## src/pkg/buck_ctrl_pkg.sv

```systemverilog
// Constants, types and register map for the buck voltage and phase control
// Assumes a 25 MHz control clock and a simple strobe register port
package buck_ctrl_pkg;

    // Clock and ramp timing
    localparam int CLK_MHZ        = 25;
    localparam int STEP_NS_SLOW   = 4000;
    localparam int STEP_NS_FAST   = 500;
    localparam int STEP_CYC_FAST  = (STEP_NS_FAST * CLK_MHZ) / 1000;
    localparam int OC_EXTRA_NS    = 1000;
    localparam int OC_EXTRA_CYC   = (OC_EXTRA_NS * CLK_MHZ) / 1000;

    // Oscillator trim figures in kHz
    localparam int OSC_BASE_KHZ   = 6000;
    localparam int OSC_STEP_KHZ   = 180;
    localparam int SW_STEP_KHZ    = 90;

    // Register byte offsets
    localparam logic [8:0] ADDR_OSC     = 9'h000;
    localparam logic [8:0] ADDR_STATUS  = 9'h004;
    localparam logic [8:0] ADDR_LOCK    = 9'h008;
    localparam logic [8:0] ADDR_PROT_LO = 9'h0D0;
    localparam logic [8:0] ADDR_PROT_HI = 9'h14F;
    localparam logic [8:0] ADDR_CFG_A   = 9'h0D0;
    localparam logic [8:0] ADDR_VPRI_A  = 9'h0D4;
    localparam logic [8:0] ADDR_VALT_A  = 9'h0D8;
    localparam logic [8:0] ADDR_VMAX_A  = 9'h0DC;
    localparam logic [8:0] ADDR_CFG_B   = 9'h0E0;
    localparam logic [8:0] ADDR_VPRI_B  = 9'h0E4;
    localparam logic [8:0] ADDR_VALT_B  = 9'h0E8;
    localparam logic [8:0] ADDR_VMAX_B  = 9'h0EC;
    localparam logic [8:0] ADDR_INPUT0  = 9'h0F0;

    // Reset values
    localparam logic [7:0] VOLT_RESET   = 8'h46;
    localparam logic [7:0] VMAX_RESET   = 8'h7F;
    localparam logic [5:0] TRIM_RESET   = 6'h20;

    // Operating mode field
    typedef enum logic [1:0] {
        MODE_BY_VOLT = 2'b00,
        MODE_PFM     = 2'b01,
        MODE_PWM     = 2'b10,
        MODE_AUTO    = 2'b11
    } op_mode_type;

    // Per-regulator configuration word
    typedef struct packed {
        logic [1:0] rampup_rate;
        logic [1:0] rampdown_sel;
        logic       pulldown_off;
        logic       overcurrent_mask;
        logic [1:0] hw_enable_src;
        logic       hw_enable_on;
        logic [1:0] hw_volt_src;
        logic       hw_volt_on;
        logic [1:0] max_phases;
        logic       shed_enable;
        logic       volt_choose;
        logic       sw_enable;
        logic       alt_pfm;
        logic       pri_pfm;
        logic [1:0] slew_rate;
        logic [1:0] op_mode_sel;
    } reg_cfg_type;

    // Regulator status toward software and pins
    typedef struct packed {
        logic       enabled;
        logic       ready;
        logic       pfm_active;
        logic       pulldown_on;
        logic [2:0] phases;
        logic [7:0] volt_now;
    } reg_stat_type;

    typedef enum logic [1:0] {
        RS_OFF  = 2'b00,
        RS_UP   = 2'b01,
        RS_ON   = 2'b10,
        RS_DOWN = 2'b11
    } ramp_state_type;

endpackage

```

## src/hw/buck_voltage_phase_control.sv

```systemverilog
// Digital control for two step-down regulators: trim, modes, shedding,
// voltage choice and ramps. Assumes pins are asynchronous to ref_clk_i.
//
// Decided for this implementation: the placing of the registers and the address-and-strobe port.
`timescale 1ns/1ns
`default_nettype none

module buck_voltage_phase_control
    import buck_ctrl_pkg::*;
#(
    parameter int MAX_PHASES = 4,
    parameter int GPI_COUNT  = 4
) (
    // Clock and reset
    input  wire logic                 ref_clk_i,
    input  wire logic                 rst_n_i,
    // Register port
    input  wire logic [8:0]           addr_i,
    input  wire logic [31:0]          wdata_i,
    input  wire logic                 wr_i,
    input  wire logic                 rd_i,
    output logic      [31:0]          rdata_o,
    // Write protect pin
    input  wire logic                 volt_lock_i,
    // General inputs and tracking value
    input  wire logic [GPI_COUNT-1:0] general_input_i,
    input  wire logic [7:0]           track_volt_i,
    // Analog side
    input  wire logic [1:0]           high_load_i,
    input  wire logic [1:0]           current_limit_i,
    output logic      [5:0]           osc_freq_trim_o,
    output reg_stat_type              stat_a_o,
    output reg_stat_type              stat_b_o,
    output logic      [1:0]           overcurrent_event_o,
    output logic                      input0_change_o
);

    if (MAX_PHASES != 2 && MAX_PHASES != 4) begin : bad_phases_g
        $error("MAX_PHASES must be 2 or 4");
    end
    if (GPI_COUNT < 1 || GPI_COUNT > 4) begin : bad_gpi_g
        $error("GPI_COUNT must be 1 to 4");
    end

    // =========================================================
    // Helpers
    // =========================================================
    function automatic logic [7:0] clamp_volt(logic [7:0] v, logic [7:0] m);
        return (v > m) ? m : v;
    endfunction

    function automatic logic [7:0] step_cycles(logic [1:0] rate);
        return 8'(STEP_CYC_FAST) << (2'h3 - rate);
    endfunction

    function automatic logic [2:0] phase_count(logic shed, logic hi,
                                               logic [1:0] cap);
        logic [2:0] full;
        logic [2:0] lim;
        full = 3'(MAX_PHASES);
        lim  = 3'(cap) + 3'h1;
        if (shed && !hi)
            full = 3'h1;
        return (full > lim) ? lim : full;
    endfunction

    // =========================================================
    // Pin synchronisers, three stages
    // =========================================================
    localparam int SW = GPI_COUNT + 10;
    logic [SW-1:0] s1_reg, s2_reg, s3_reg, pin_raw, pin_prev_reg;
    logic [SW-1:0] pin_now_reg, pin_now_next;
    logic [GPI_COUNT-1:0] gpi, gpi_edge;
    logic [7:0] track_v;
    logic [1:0] hi_load, lim_hit;
    logic       lock;

    assign pin_raw = {volt_lock_i, current_limit_i, high_load_i,
                      track_volt_i[4:0], general_input_i};

    always_comb begin
        pin_now_next = pin_now_reg;
        for (int i = 0; i < SW; i++)
            if (s2_reg[i] == s3_reg[i])
                pin_now_next[i] = s3_reg[i];
    end

    always_ff @(posedge ref_clk_i or negedge rst_n_i) begin
        if (!rst_n_i) begin
            s1_reg       <= '0;
            s2_reg       <= '0;
            s3_reg       <= '0;
            pin_now_reg  <= '0;
            pin_prev_reg <= '0;
        end else begin
            s1_reg       <= pin_raw;
            s2_reg       <= s1_reg;
            s3_reg       <= s2_reg;
            pin_now_reg  <= pin_now_next;
            pin_prev_reg <= pin_now_reg;
        end
    end

    assign gpi      = pin_now_reg[GPI_COUNT-1:0];
    assign gpi_edge = gpi ^ pin_prev_reg[GPI_COUNT-1:0];
    assign track_v  = {3'h0, pin_now_reg[GPI_COUNT+4:GPI_COUNT]};
    assign hi_load  = pin_now_reg[GPI_COUNT+6:GPI_COUNT+5];
    assign lim_hit  = pin_now_reg[GPI_COUNT+8:GPI_COUNT+7];
    assign lock     = pin_now_reg[GPI_COUNT+9];

    // =========================================================
    // Register file
    // =========================================================
    reg_cfg_type cfg_reg [2], cfg_next [2];
    logic [7:0]  vpri_reg [2], vpri_next [2], valt_reg [2], valt_next [2];
    logic [7:0]  vmax_reg [2], vmax_next [2];
    logic [5:0]  trim_reg, trim_next;
    logic        track_on_reg, track_on_next;
    logic [31:0] rdata_reg, rdata_next;
    logic [1:0]  retarget;
    logic        wr_ok;
    reg_stat_type stat [2];

    assign wr_ok = wr_i && !(lock && addr_i >= ADDR_PROT_LO
                             && addr_i <= ADDR_PROT_HI);

    always_comb begin
        cfg_next      = cfg_reg;
        vpri_next     = vpri_reg;
        valt_next     = valt_reg;
        vmax_next     = vmax_reg;
        trim_next     = trim_reg;
        track_on_next = track_on_reg;
        retarget      = 2'b00;
        rdata_next    = 32'h0000_0000;
        if (wr_ok) begin
            if (addr_i == ADDR_OSC) begin
                trim_next = wdata_i[5:0];
            end else if (addr_i == ADDR_INPUT0) begin
                track_on_next = wdata_i[0];
            end else begin
                for (int r = 0; r < 2; r++) begin
                    if (addr_i == ADDR_CFG_A + 9'(r * 16)) begin
                        cfg_next[r] = reg_cfg_type'(wdata_i[22:0]);
                        if (cfg_next[r].volt_choose != cfg_reg[r].volt_choose)
                            retarget[r] = 1'b1;
                    end else if (addr_i == ADDR_VPRI_A + 9'(r * 16)) begin
                        vpri_next[r] = wdata_i[7:0];
                        retarget[r]  = !cfg_reg[r].volt_choose;
                    end else if (addr_i == ADDR_VALT_A + 9'(r * 16)) begin
                        valt_next[r] = wdata_i[7:0];
                        retarget[r]  = cfg_reg[r].volt_choose;
                    end else if (addr_i == ADDR_VMAX_A + 9'(r * 16)) begin
                        vmax_next[r] = wdata_i[7:0];
                    end
                end
            end
        end
        // Pin voltage selection follows pin state after each edge
        for (int r = 0; r < 2; r++) begin
            if (cfg_reg[r].hw_volt_on && gpi_edge[cfg_reg[r].hw_volt_src]) begin
                cfg_next[r].volt_choose = gpi[cfg_reg[r].hw_volt_src];
                retarget[r] = 1'b1;
            end
        end
        if (rd_i) begin
            if (addr_i == ADDR_OSC)
                rdata_next = {26'h0, trim_reg};
            else if (addr_i == ADDR_STATUS)
                rdata_next = {2'h0, 15'(stat[1]), 15'(stat[0])};
            else if (addr_i == ADDR_LOCK)
                rdata_next = {31'h0, lock};
            else if (addr_i == ADDR_INPUT0)
                rdata_next = {31'h0, track_on_reg};
            else
                for (int r = 0; r < 2; r++) begin
                    if (addr_i == ADDR_CFG_A + 9'(r * 16))
                        rdata_next = {9'h0, cfg_reg[r]};
                    else if (addr_i == ADDR_VPRI_A + 9'(r * 16))
                        rdata_next = {24'h0, vpri_reg[r]};
                    else if (addr_i == ADDR_VALT_A + 9'(r * 16))
                        rdata_next = {24'h0, valt_reg[r]};
                    else if (addr_i == ADDR_VMAX_A + 9'(r * 16))
                        rdata_next = {24'h0, vmax_reg[r]};
                end
        end
    end

    always_ff @(posedge ref_clk_i or negedge rst_n_i) begin
        if (!rst_n_i) begin
            for (int r = 0; r < 2; r++) begin
                cfg_reg[r]  <= '0;
                vpri_reg[r] <= VOLT_RESET;
                valt_reg[r] <= VOLT_RESET;
                vmax_reg[r] <= VMAX_RESET;
            end
            trim_reg     <= TRIM_RESET;
            track_on_reg <= 1'b0;
            rdata_reg    <= 32'h0000_0000;
        end else begin
            cfg_reg      <= cfg_next;
            vpri_reg     <= vpri_next;
            valt_reg     <= valt_next;
            vmax_reg     <= vmax_next;
            trim_reg     <= trim_next;
            track_on_reg <= track_on_next;
            rdata_reg    <= rdata_next;
        end
    end

    assign rdata_o         = rdata_reg;
    assign osc_freq_trim_o = trim_reg;

    // =========================================================
    // Per-regulator ramp, mode and over-current logic
    // =========================================================
    ramp_state_type st_reg [2], st_next [2];
    logic [7:0] vnow_reg [2], vnow_next [2], tick_reg [2], tick_next [2];
    logic [7:0] ocm_reg [2], ocm_next [2], target [2], tick_max [2];
    logic [1:0] busy_reg, busy_next, oc_reg, oc_next, lim_prev_reg, en, pfm;
    logic       in0_reg, in0_next;

    always_comb begin
        for (int r = 0; r < 2; r++) begin
            en[r] = cfg_reg[r].hw_enable_on
                  ? gpi[cfg_reg[r].hw_enable_src] : cfg_reg[r].sw_enable;
            target[r] = clamp_volt(cfg_reg[r].volt_choose
                      ? valt_reg[r] : vpri_reg[r], vmax_reg[r]);
            case (op_mode_type'(cfg_reg[r].op_mode_sel))
                MODE_BY_VOLT: pfm[r] = cfg_reg[r].volt_choose
                                     ? cfg_reg[r].alt_pfm : cfg_reg[r].pri_pfm;
                MODE_PFM:     pfm[r] = 1'b1;
                MODE_PWM:     pfm[r] = 1'b0;
                default:      pfm[r] = !hi_load[r];
            endcase
        end
        if (track_on_reg)
            target[0] = clamp_volt(track_v, vmax_reg[0]);
        for (int r = 0; r < 2; r++)
            tick_max[r] = (st_reg[r] == RS_UP)
                        ? step_cycles(cfg_reg[r].rampup_rate)
                        : step_cycles(cfg_reg[r].slew_rate);
    end

    always_comb begin
        in0_next = gpi_edge[0] && !track_on_reg;
        for (int r = 0; r < 2; r++) begin
            st_next[r]   = st_reg[r];
            vnow_next[r] = vnow_reg[r];
            tick_next[r] = tick_reg[r];
            ocm_next[r]  = ocm_reg[r];
            busy_next[r] = busy_reg[r];
            oc_next[r]   = 1'b0;
            if (tick_reg[r] + 8'h01 >= tick_max[r])
                tick_next[r] = 8'h00;
            else
                tick_next[r] = tick_reg[r] + 8'h01;
            case (st_reg[r])
                RS_OFF: begin
                    vnow_next[r] = 8'h00;
                    busy_next[r] = 1'b0;
                    if (en[r]) begin
                        st_next[r]   = RS_UP;
                        busy_next[r] = 1'b1;
                        tick_next[r] = 8'h00;
                    end
                end
                RS_UP, RS_ON: begin
                    if (!en[r]) begin
                        st_next[r]   = (cfg_reg[r].rampdown_sel != 2'b00)
                                     ? RS_DOWN : RS_OFF;
                        busy_next[r] = 1'b1;
                    end else if (vnow_reg[r] != target[r]) begin
                        busy_next[r] = 1'b1;
                        if (tick_reg[r] == 8'h00)
                            vnow_next[r] = (vnow_reg[r] < target[r])
                                ? vnow_reg[r] + 8'h01
                                : vnow_reg[r] - 8'h01;
                    end else begin
                        st_next[r]   = RS_ON;
                        busy_next[r] = retarget[r];
                    end
                end
                default: begin
                    busy_next[r] = 1'b1;
                    if (en[r])
                        st_next[r] = RS_UP;
                    else if (vnow_reg[r] == 8'h00)
                        st_next[r] = RS_OFF;
                    else if (tick_reg[r] == 8'h00)
                        vnow_next[r] = vnow_reg[r] - 8'h01;
                end
            endcase
            if (busy_reg[r])
                ocm_next[r] = 8'(OC_EXTRA_CYC);
            else if (ocm_reg[r] != 8'h00)
                ocm_next[r] = ocm_reg[r] - 8'h01;
            if (lim_hit[r] && !lim_prev_reg[r] && st_reg[r] != RS_OFF
                && !(cfg_reg[r].overcurrent_mask
                     && (busy_reg[r] || ocm_reg[r] != 8'h00)))
                oc_next[r] = 1'b1;
        end
    end

    always_ff @(posedge ref_clk_i or negedge rst_n_i) begin
        if (!rst_n_i) begin
            for (int r = 0; r < 2; r++) begin
                st_reg[r]   <= RS_OFF;
                vnow_reg[r] <= 8'h00;
                tick_reg[r] <= 8'h00;
                ocm_reg[r]  <= 8'h00;
            end
            busy_reg     <= 2'b00;
            lim_prev_reg <= 2'b00;
            oc_reg       <= 2'b00;
            in0_reg      <= 1'b0;
        end else begin
            st_reg       <= st_next;
            vnow_reg     <= vnow_next;
            tick_reg     <= tick_next;
            ocm_reg      <= ocm_next;
            busy_reg     <= busy_next;
            lim_prev_reg <= lim_hit;
            oc_reg       <= oc_next;
            in0_reg      <= in0_next;
        end
    end

    // Ready means the digital ramp is done, nothing about the output
    always_comb begin
        for (int r = 0; r < 2; r++) begin
            stat[r].enabled     = (st_reg[r] != RS_OFF);
            stat[r].ready       = !busy_reg[r];
            stat[r].pfm_active  = pfm[r] && !busy_reg[r];
            stat[r].pulldown_on = (st_reg[r] == RS_OFF)
                                && !cfg_reg[r].pulldown_off;
            stat[r].phases      = (st_reg[r] == RS_OFF) ? 3'h0
                : phase_count(cfg_reg[r].shed_enable && !pfm[r],
                              hi_load[r], cfg_reg[r].max_phases);
            stat[r].volt_now    = vnow_reg[r];
        end
    end

    assign stat_a_o            = stat[0];
    assign stat_b_o            = stat[1];
    assign overcurrent_event_o = oc_reg;
    assign input0_change_o     = in0_reg;

    // =========================================================
    // Assertions
    // =========================================================
    lock_refuse_a: assert property (@(posedge ref_clk_i) disable iff (!rst_n_i)
        wr_i && lock && addr_i == ADDR_VPRI_A |=> $stable(vpri_reg[0]))
        else $error("protected write changed primary voltage");
    ceiling_hold_a: assert property (@(posedge ref_clk_i) disable iff (!rst_n_i)
        vnow_reg[0] > $past(vnow_reg[0])
        |-> vnow_reg[0] <= $past(vmax_reg[0]))
        else $error("voltage above ceiling");
    phase_cap_a: assert property (@(posedge ref_clk_i) disable iff (!rst_n_i)
        stat[0].phases <= 3'(cfg_reg[0].max_phases) + 3'h1)
        else $error("phase count above cap");
    track_event_a: assert property (@(posedge ref_clk_i) disable iff (!rst_n_i)
        track_on_reg |=> !input0_change_o)
        else $error("input 0 event while tracking");
    oc_mask_a: assert property (@(posedge ref_clk_i) disable iff (!rst_n_i)
        cfg_reg[0].overcurrent_mask && busy_reg[0] |=> !oc_reg[0])
        else $error("over-current event during masked ramp");
    ramp_step_a: assert property (@(posedge ref_clk_i) disable iff (!rst_n_i)
        st_reg[0] == RS_ON && $changed(vnow_reg[0]) |-> busy_reg[0])
        else $error("voltage moved without ramp flag");

endmodule // buck_voltage_phase_control

`default_nettype wire

```

## config.mk

```make
export PLATFORM = sky130hd
export DESIGN_NAME = buck_voltage_phase_control
export DESIGN_NICKNAME = d
export VERILOG_FILES = /design/src/pkg/buck_ctrl_pkg.sv /design/src/hw/buck_voltage_phase_control.sv
export SDC_FILE = /design/constraint.sdc
export NUM_CORES = 1
export LEC_CHECK = 0
export BUFFER_PORTS_ARGS = -buffer_cell sky130_fd_sc_hd__buf_2
export CAP_MARGIN = 10
export CORE_MARGIN = 2
export CORE_UTILIZATION = 38
export DETAILED_ROUTE_END_ITERATION = 8
export PLACE_DENSITY = 0.58
export RECOVER_POWER = 50
export SLEW_MARGIN = 20
export SYNTH_ARGS = -nofsm -noshare
export SYNTH_HDL_FRONTEND = slang
export SYNTH_SLANG_ARGS = --single-unit
```

## constraint.sdc

```tcl
create_clock -name ref_clk_i -period 12 [get_ports ref_clk_i]
set_input_delay 0.6 -clock ref_clk_i [delete_from_list [all_inputs] [get_ports ref_clk_i]]
set_output_delay 0.6 -clock ref_clk_i [all_outputs]
set_load 0.005 [all_outputs]
```

==> results of run 1 <==
## worst register-to-register path, cell delays in order, from the launching register on
cell      delay, ns
dfrtp_1        0.74
mux2_2         0.44
ha_1           0.30
nor2b_1        0.12
o21ai_0        0.09
a21oi_1        0.14
o21bai_1       0.07
a21oi_1        0.75
mux2i_1        0.23
ha_1           0.34
nand4_1        0.18
o21ai_0        0.30
a211oi_1       0.10
a311oi_2       0.72
or2_2          0.33
o21ai_0        0.11
## final timing paths
check | slack, ns | endpoint | start
min | 0.17 | s1_reg[13] | volt_lock_i
max | 6.06 | st_reg[3] | rst_n_i
min reg2reg | 0.34 | s2_reg[1] | s1_reg[1]
min in group asynchronous | 2.40 | s2_reg[10] | rst_n_i
max in group ref_clk_i | 6.93 | stat_b_o[4] | cfg_reg[7]
max reg2reg | 6.93 | stat_b_o[4] | cfg_reg[7]
## per-stage QoR
| step | hold slack [ns] | util, % | std cells | total power [mW] | area (sq um) |
|---|---|---|---|---|---|
| floorplan | 0.304 | - | 1171 | 1.46 | 13200 |
| global placement | 0.333 | 41.3 | 1703 | 1.67 | 14200 |
| detailed placement | 0.335 | 41.3 | 1703 | 1.68 | 14200 |
| CTS | 0.144 | 44.0 | 1753 | 2.56 | 15100 |
| global route | 0.141 | 43.9 | 1754 | 2.69 | 15100 |
| finish | 0.165 | 44.0 | 1755 | 2.53 | 15100 |
## power by group
| group | switching (mW) | internal, mW |
|---|---|---|
| clock network | 0.333 | 0.531 |
| registers | 0.129 | 0.921 |
| logic | 0.346 | 0.270 |
| total | 0.808 | 1.72 |
## area by class of cell
class / instances / area (sq um) / area share, %
Inverter: 63 / 236 / 1.57
Antenna cell: 2 / 5.00 / 0.0331
Sequential cell: 250 / 6290 / 41.6
Clock inverter: 10 / 156 / 1.04
Clock buffer: 40 / 774 / 5.13
Multi-Input combinational cell: 812 / 6460 / 42.8
Timing Repair Buffer: 123 / 611 / 4.04
Tap cell: 455 / 569 / 3.77
## cell families (layout without fill, tap and decap cells)
group	after synthesis	after routing	share of synthesized area [%]
xor gates and xnor gates	28	28	1.85
other	1	6	0.0283
buffers and inverters	109	236	3.67
and+or+nand+nor	309	309	12.2
muxes	174	174	16.0
adders and majority gates	91	91	8.34
DFF	250	250	47.5
AOI/OAI and AO/OA	206	206	10.3
## cell usage after synthesis (6+ instances only)
| library cell | number | share of area [%] |
|---|---|---|
| o31ai_1 | 6 | 0.34 |
| a21oi_1 | 31 | 1.2 |
| or3_1 | 7 | 0.33 |
| o21ai_0 | 62 | 2.3 |
| a31oi_1 | 6 | 0.28 |
| buf_6 | 6 | 0.51 |
| maj3_1 | 14 | 1.1 |
| dfstp_2 | 27 | 5.4 |
| mux2_4 | 28 | 3.2 |
| xor2_1 | 14 | 0.93 |
| or2_2 | 7 | 0.33 |
| nor2b_1 | 24 | 1.1 |
| a22oi_1 | 19 | 1.1 |
| nand3_1 | 25 | 0.95 |
| and3_1 | 14 | 0.66 |
| nor2_1 | 73 | 2.1 |
| clkbuf_1 | 25 | 0.71 |
| xnor2_1 | 14 | 0.93 |
| mux2_2 | 81 | 6.9 |
| a21o_1 | 8 | 0.45 |
| mux4_2 | 11 | 1.9 |
| buf_2 | 10 | 0.38 |
| nand2_1 | 71 | 2.0 |
| nand4_1 | 8 | 0.38 |
| o22ai_1 | 11 | 0.52 |
| nor3_1 | 22 | 0.83 |
| nand2b_1 | 10 | 0.47 |
| dfrtp_1 | 223 | 42 |
| mux2i_1 | 53 | 4.0 |
| o21a_1 | 8 | 0.45 |
| o2bb2ai_1 | 7 | 0.46 |
| ha_1 | 77 | 7.3 |
| nand3b_1 | 9 | 0.51 |
| inv_1 | 62 | 1.8 |
| a211oi_1 | 9 | 0.51 |
| and2_1 | 8 | 0.38 |
## metal layers
| metal | vias up | global-route usage (%) |
|---|---|---|
| met5 | - | 0 |
| met4 | 0 | 5.81 |
| met3 | 50 | 2.36 |
| met2 | 204 | 31.2 |
| met1 | 4676 | 26.5 |
| li1 | 4414 | - |
==> results.md, run 1 <==
- Status: complete, but fails checks
- Failing checks: max-capacitance violations, max-slew violations
- Routed vias: 9344
- Fraction of layout cells with a size suffix above 1: 24.7%
- WL met2: 16000 um
- DP HPWL: 25000 um
- Hold_buf cts: 0
- Via density: 5.32
- Peak Freq: 168 MHz
- Most frequent cells in the layout: dfrtp_1, buf_2, mux2_2
- Bufs on Longest Clock Path: 3
- CTS Sinks: 250
- Crit. path cell count: 1
- Post-route ant nets: 0
- CP max stage delay: 4.33 ns
- Rows: 68
- Slew headroom: -321%
- Die height: 191 um
- Worst Reg2Reg Path Length in Cells: 15
- Worst Setup Slack, final: 6.06 ns
- Total track usage: 19.1%
- First-pass GRT wire length: 53800 um
- Tcrit/Tclk final: 49.5%
- Max FFs per register: 46
- Synth Cell Area: 13200 sq um
- Initial antenna violation count: 2
- Max Slew Vio Count: 121
- Final setup viols: 0
- Worst setup SP type: primary input
- Cell count after synthesis: 1168
- Top Ports: 133
- DRC viols: 0
- Synth Register Bits: 250
- Worst-path clk slew: 0.06 ns
- Post-Syn Area per Cell: 11.3 sq um
- Initial DRC Count: 483
- WP data required: 11.10 ns
- Critical path, cell by cell: clkbuf_1
- Post-CTS Setup Inserts: 0
- WL/cell: 19.4 um
- Nets@finish: 1416
- Top Metal Used: met4
- Vias in the first global route: 9393
- Top cell family by delay on the critical path: buffers and inverters
- TritonCTS Buffers: 27
- WHS Path Cells: 1
- 1st-pass router iterations: 5
- Clock Latency Late Sink: 0.54 ns
- Area grow syn2layout: 14.2%
- Pre-CTS WS: 6.91 ns
- Die X: 191 um
- CTS tree: done
- Power density over the cells: 167 nW/um^2
- Fraction of registers with async set/reset: 100%
- Core box area: 34400 sq um
- CP endpoint kind: async pin
- Hold Path Class: in2reg
- Sequential share of the synthesized area: 47.5%
- RSZ-0062 raised after global routing: no
- Setup TNS: 0 ns
- Metal-1 WL: 15600 um
- Total gr overflow: 0
- Routed met3 length: 1470 um
- Die area: 36300 sq um
- Number of fill cells: 3323
- Final clock skew: 0.0112 ns
- Post-synth EDFFs: 0
- Yosys warns: 0
- Worst-path maximum fanout: 120
- Total Wirelength: 34100 um
- Clk Tree Root Cell: clkbuf_16
- Final Hold Vio Count: 0
- Peak VDD IR: 0.000118 V
- Slowest CP cell: clkbuf_1
- Pleak: 6.94 nW
- Setup CP Type: in2async
- Max-cap violations: 1
- Largest net degree at the start of global routing: 121
- Post_cts resized: 0
- Commonest non-fill, non-tap cell in the layout: dfrtp_1
- Gp weighted congestion: 0.940
- # port buffers: 118
- Primary FF master, synth: dfrtp_1
- CTS H-tree lvls: 1
- Slew @ Worst Pin: 6.32 ns
- Post-synthesis cell type count: 80
- WP data arrival: 5.04 ns
- Initial Utilization: 38.5%
- Buf/Inv on CP: 1
- Tmin final: 5.94 ns
Note: power is estimated with default switching activity, not from simulation.
==> inputs of run 2 (changes only) <==
Settings changed: PLACE_DENSITY 0.58 to 0.6.
Clock period 12 ns to 5 ns, I/O delays scaled along.
==> run 2 against run 1 <==
Net effect:
- the run still ends with max-capacitance violations, max-slew violations left
- setup slack lost 5.6 ns
- routed wire length up 2.9%
- critical path depth is 14 higher
- hold slack got worse by 0.10 ns
- clock-buffer cell count decreased by 2
- power up 140%
- design area increased by 2.3%
- sequential cell count did not move
- non-clock buffer count increased by 32
- final cell count up 1.8%
- critical endpoint is now stat_a_o[4]
- largest power group unchanged
==> results.md, run 2 (same netlist as run 1, synthesis figures left out) <==
- Initial Utilization: 38.5% (unchanged)
- First-pass GRT wire length: 55200 um (+2.6%)
- Largest net degree at the start of global routing: 134 (+11%)
- Nets@finish: 1448 (+2.3%)
- Die height: 191 um (unchanged)
- CP max stage delay: 0.70 ns (-3.63 ns)
- Setup TNS: 0 ns (unchanged)
- Die X: 191 um (unchanged)
- Most frequent cells in the layout: dfrtp_1, buf_2, mux2_2
- Gp weighted congestion: 0.920 (-2.1%)
- Post-CTS Setup Inserts: 0 (unchanged)
- Total Wirelength: 35100 um (+2.9%)
- Slew @ Worst Pin: 2.91 ns (-3.41 ns)
- Area grow syn2layout: 16.8%
- Layout Utilization: 44.9% (+0.99 points)
- Initial antenna violation count: 2 (unchanged)
- WP data arrival: 5.01 ns (-0.03 ns)
- Die area: 36300 sq um (unchanged)
- Pleak: 7.06 nW (+1.8%)
- WHS Path Cells: 3 (+2)
- CTS tree: done
- CTS Sinks: 250 (unchanged)
- # port buffers: 118 (unchanged)
- DRC viols: 0 (unchanged)
- Rows: 68 (unchanged)
- Post-route ant nets: 0 (unchanged)
- Power density over the cells: 397 nW/um^2 (+140%)
- Core box area: 34400 sq um (unchanged)
- Total track usage: 19.5% (+0.40 points)
- Top Ports: 133 (unchanged)
- Reg area: 6290 sq um (unchanged)
- Internal power: 4.15 mW (+140%)
- Worst setup SP type: register
- TritonCTS Buffers: 27 (unchanged)
- Worst-path clk slew: 0.06 ns (about the same)
- Reg2reg start: cfg_reg[30]
- Final setup viols: 0 (unchanged)
- Final Hold Vio Count: 0 (unchanged)
- Peak VDD IR: 0.000245 V (+110%)
- Max FFs per register: 46 (unchanged)
- WL/cell: 19.6 um (+1.1%)
- Initial DRC Count: 569 (+18%)
- Fraction of layout cells with a size suffix above 1: 23.8% (-0.82 points)
- Hold_sp: wdata_i[6]
- Critical path, cell by cell: mux2_2 -> ha_1 -> a21o_1 -> a21oi_1 -> a21oi_1 -> o22ai_2 -> mux2i_1 -> or2_2 -> ha_1 -> a211oi_1 -> o21ai_0 -> o21ba_2 -> mux2i_1 -> o21bai_1 -> a22o_1
- Max-cap violations: 1 (unchanged)
- WHS Endpoint: vmax_reg[6]
- Switching Share: 32.3% (+0.38 points)
- Total gr overflow: 0 (unchanged)
- Failing checks: max-capacitance violations, max-slew violations
- Slew headroom: -93.9% (+230 points)
- DP HPWL: 25300 um (+1.4%)
- Via density: 5.35 (+0.50%)
- Tcrit/Tclk final: 91.6%
- Clk Tree Root Cell: clkbuf_16
- Bufs on Longest Clock Path: 3 (unchanged)
- Comb pwr share: 24.6% (+0.2 points)
- Clock Power Share: 34.5% (+0.3 points)
- CP endpoint kind: register
- 1st-pass router iterations: 5 (unchanged)
- RSZ-0062 raised after global routing: no
- Hold Path Class: in2reg
- Flop pwr share: 41.0% (-0.5 points)
- Critical R2R Capture: stat_a_o[4]
- Final clock skew: 0.0161 ns (+0.00490 ns)
- Vias in the first global route: 9589 (+2.1%)
- CTS H-tree lvls: 1 (unchanged)
- Max Slew Vio Count: 118 (-2.5%)
- NetSw: 1.98 mW (+150%)
- Number of fill cells: 3227 (-2.9%)
- Fin Hold WS: 0.0643 ns (-0.101 ns)
- Multi-input combinational cell area: 6470 sq um (about the same)
- WP data required: 5.43 ns (-5.67 ns)
- Tmin final: 4.58 ns
- Setup CP Type: reg2reg
- Slowest CP cell: dfrtp_1
- Peak Freq: 218 MHz
- Routed vias: 9562 (+2.3%)
- Clock Latency Late Sink: 0.55 ns (about the same)
- Status: complete, but fails checks
- Reg2reg setup slack: 0.42 ns (-6.51 ns)
- Worst-path maximum fanout: 13 (-89%)
- Commonest non-fill, non-tap cell in the layout: dfrtp_1
- Worst Reg2Reg Path Length in Cells: 15 (unchanged)
[run 2: what timing repair did]
action                                 CTS  global route
endpoints found under the hold margin  161             0
hold buffers                            30             0
setup endpoints to repair                0             7
gates resized for setup                  0             1
[run 2: worst max path at each step]
stage	from	end	slack, ns	depth (start not counted)
after global routing	cfg_reg[30]	stat_a_o[7]	0.08	15
after detailed placement	cfg_reg[7]	stat_b_o[5]	0.38	15
final	cfg_reg[30]	stat_a_o[4]	0.42	15
after CTS	cfg_reg[7]	stat_b_o[5]	0.34	15
after global placement	cfg_reg[30]	stat_a_o[3]	0.49	15
after floorplan	cfg_reg[30]	stat_a_o[4]	0.87	17
[run 2: layout make-up]
cell class                      instances  area share [%]
Timing Repair Buffer                  155            6.00
Sequential cell                       250            40.7
Tap cell                              455            3.69
Clock inverter                         12           0.939
Multi-Input combinational cell        812            41.9
Clock buffer                           38            5.22
Antenna cell                            2          0.0324
Inverter                               63            1.53
[run 2: per-stage QoR]
| step | instance area, sq um | total power, mW | worst slack [ns] | instances |
|---|---|---|---|---|
| finish | 15400 | 6.14 | 0.421 | 1787 |
| global route | 15400 | 6.49 | 0.0834 | 1786 |
| CTS | 15500 | 6.20 | 0.338 | 1785 |
| detailed placement | 14200 | 4.05 | 0.383 | 1705 |
| global placement | 14200 | 4.01 | 0.488 | 1705 |
| floorplan | 13200 | 3.50 | 0.870 | 1171 |
[run 2: critical path, delay by kind of cell, from the launching register on]
| kind | cells | cell delay, ns |
|---|---|---|
| mux | 3 | 0.89 |
| compound gates | 9 | 1.94 |
| flops | 1 | 0.70 |
| simple gates | 1 | 0.32 |
| fa+ha+maj | 2 | 0.60 |
[run 2: routing by layer]
metal,routed length (um),GRT usage (%)
met3,1490,2.52
met5,0,0
met2,16600,31.8
met1,15800,26.9
met4,1120,6.17
[run 2: power groups by stage]
| stage | Combinational (mW) | Sequential (mW) | Clock, mW |
|---|---|---|---|
| 6_report | 1.51 | 2.51 | 2.11 |
| 5_1_grt | 1.70 | 2.55 | 2.23 |
| 4_1_cts | 1.53 | 2.51 | 2.16 |
| 3_5_place_dp | 1.50 | 2.55 | 0 |
| 3_3_place_gp | 1.47 | 2.54 | 0 |
| 2_1_floorplan | 1.10 | 2.40 | 0 |
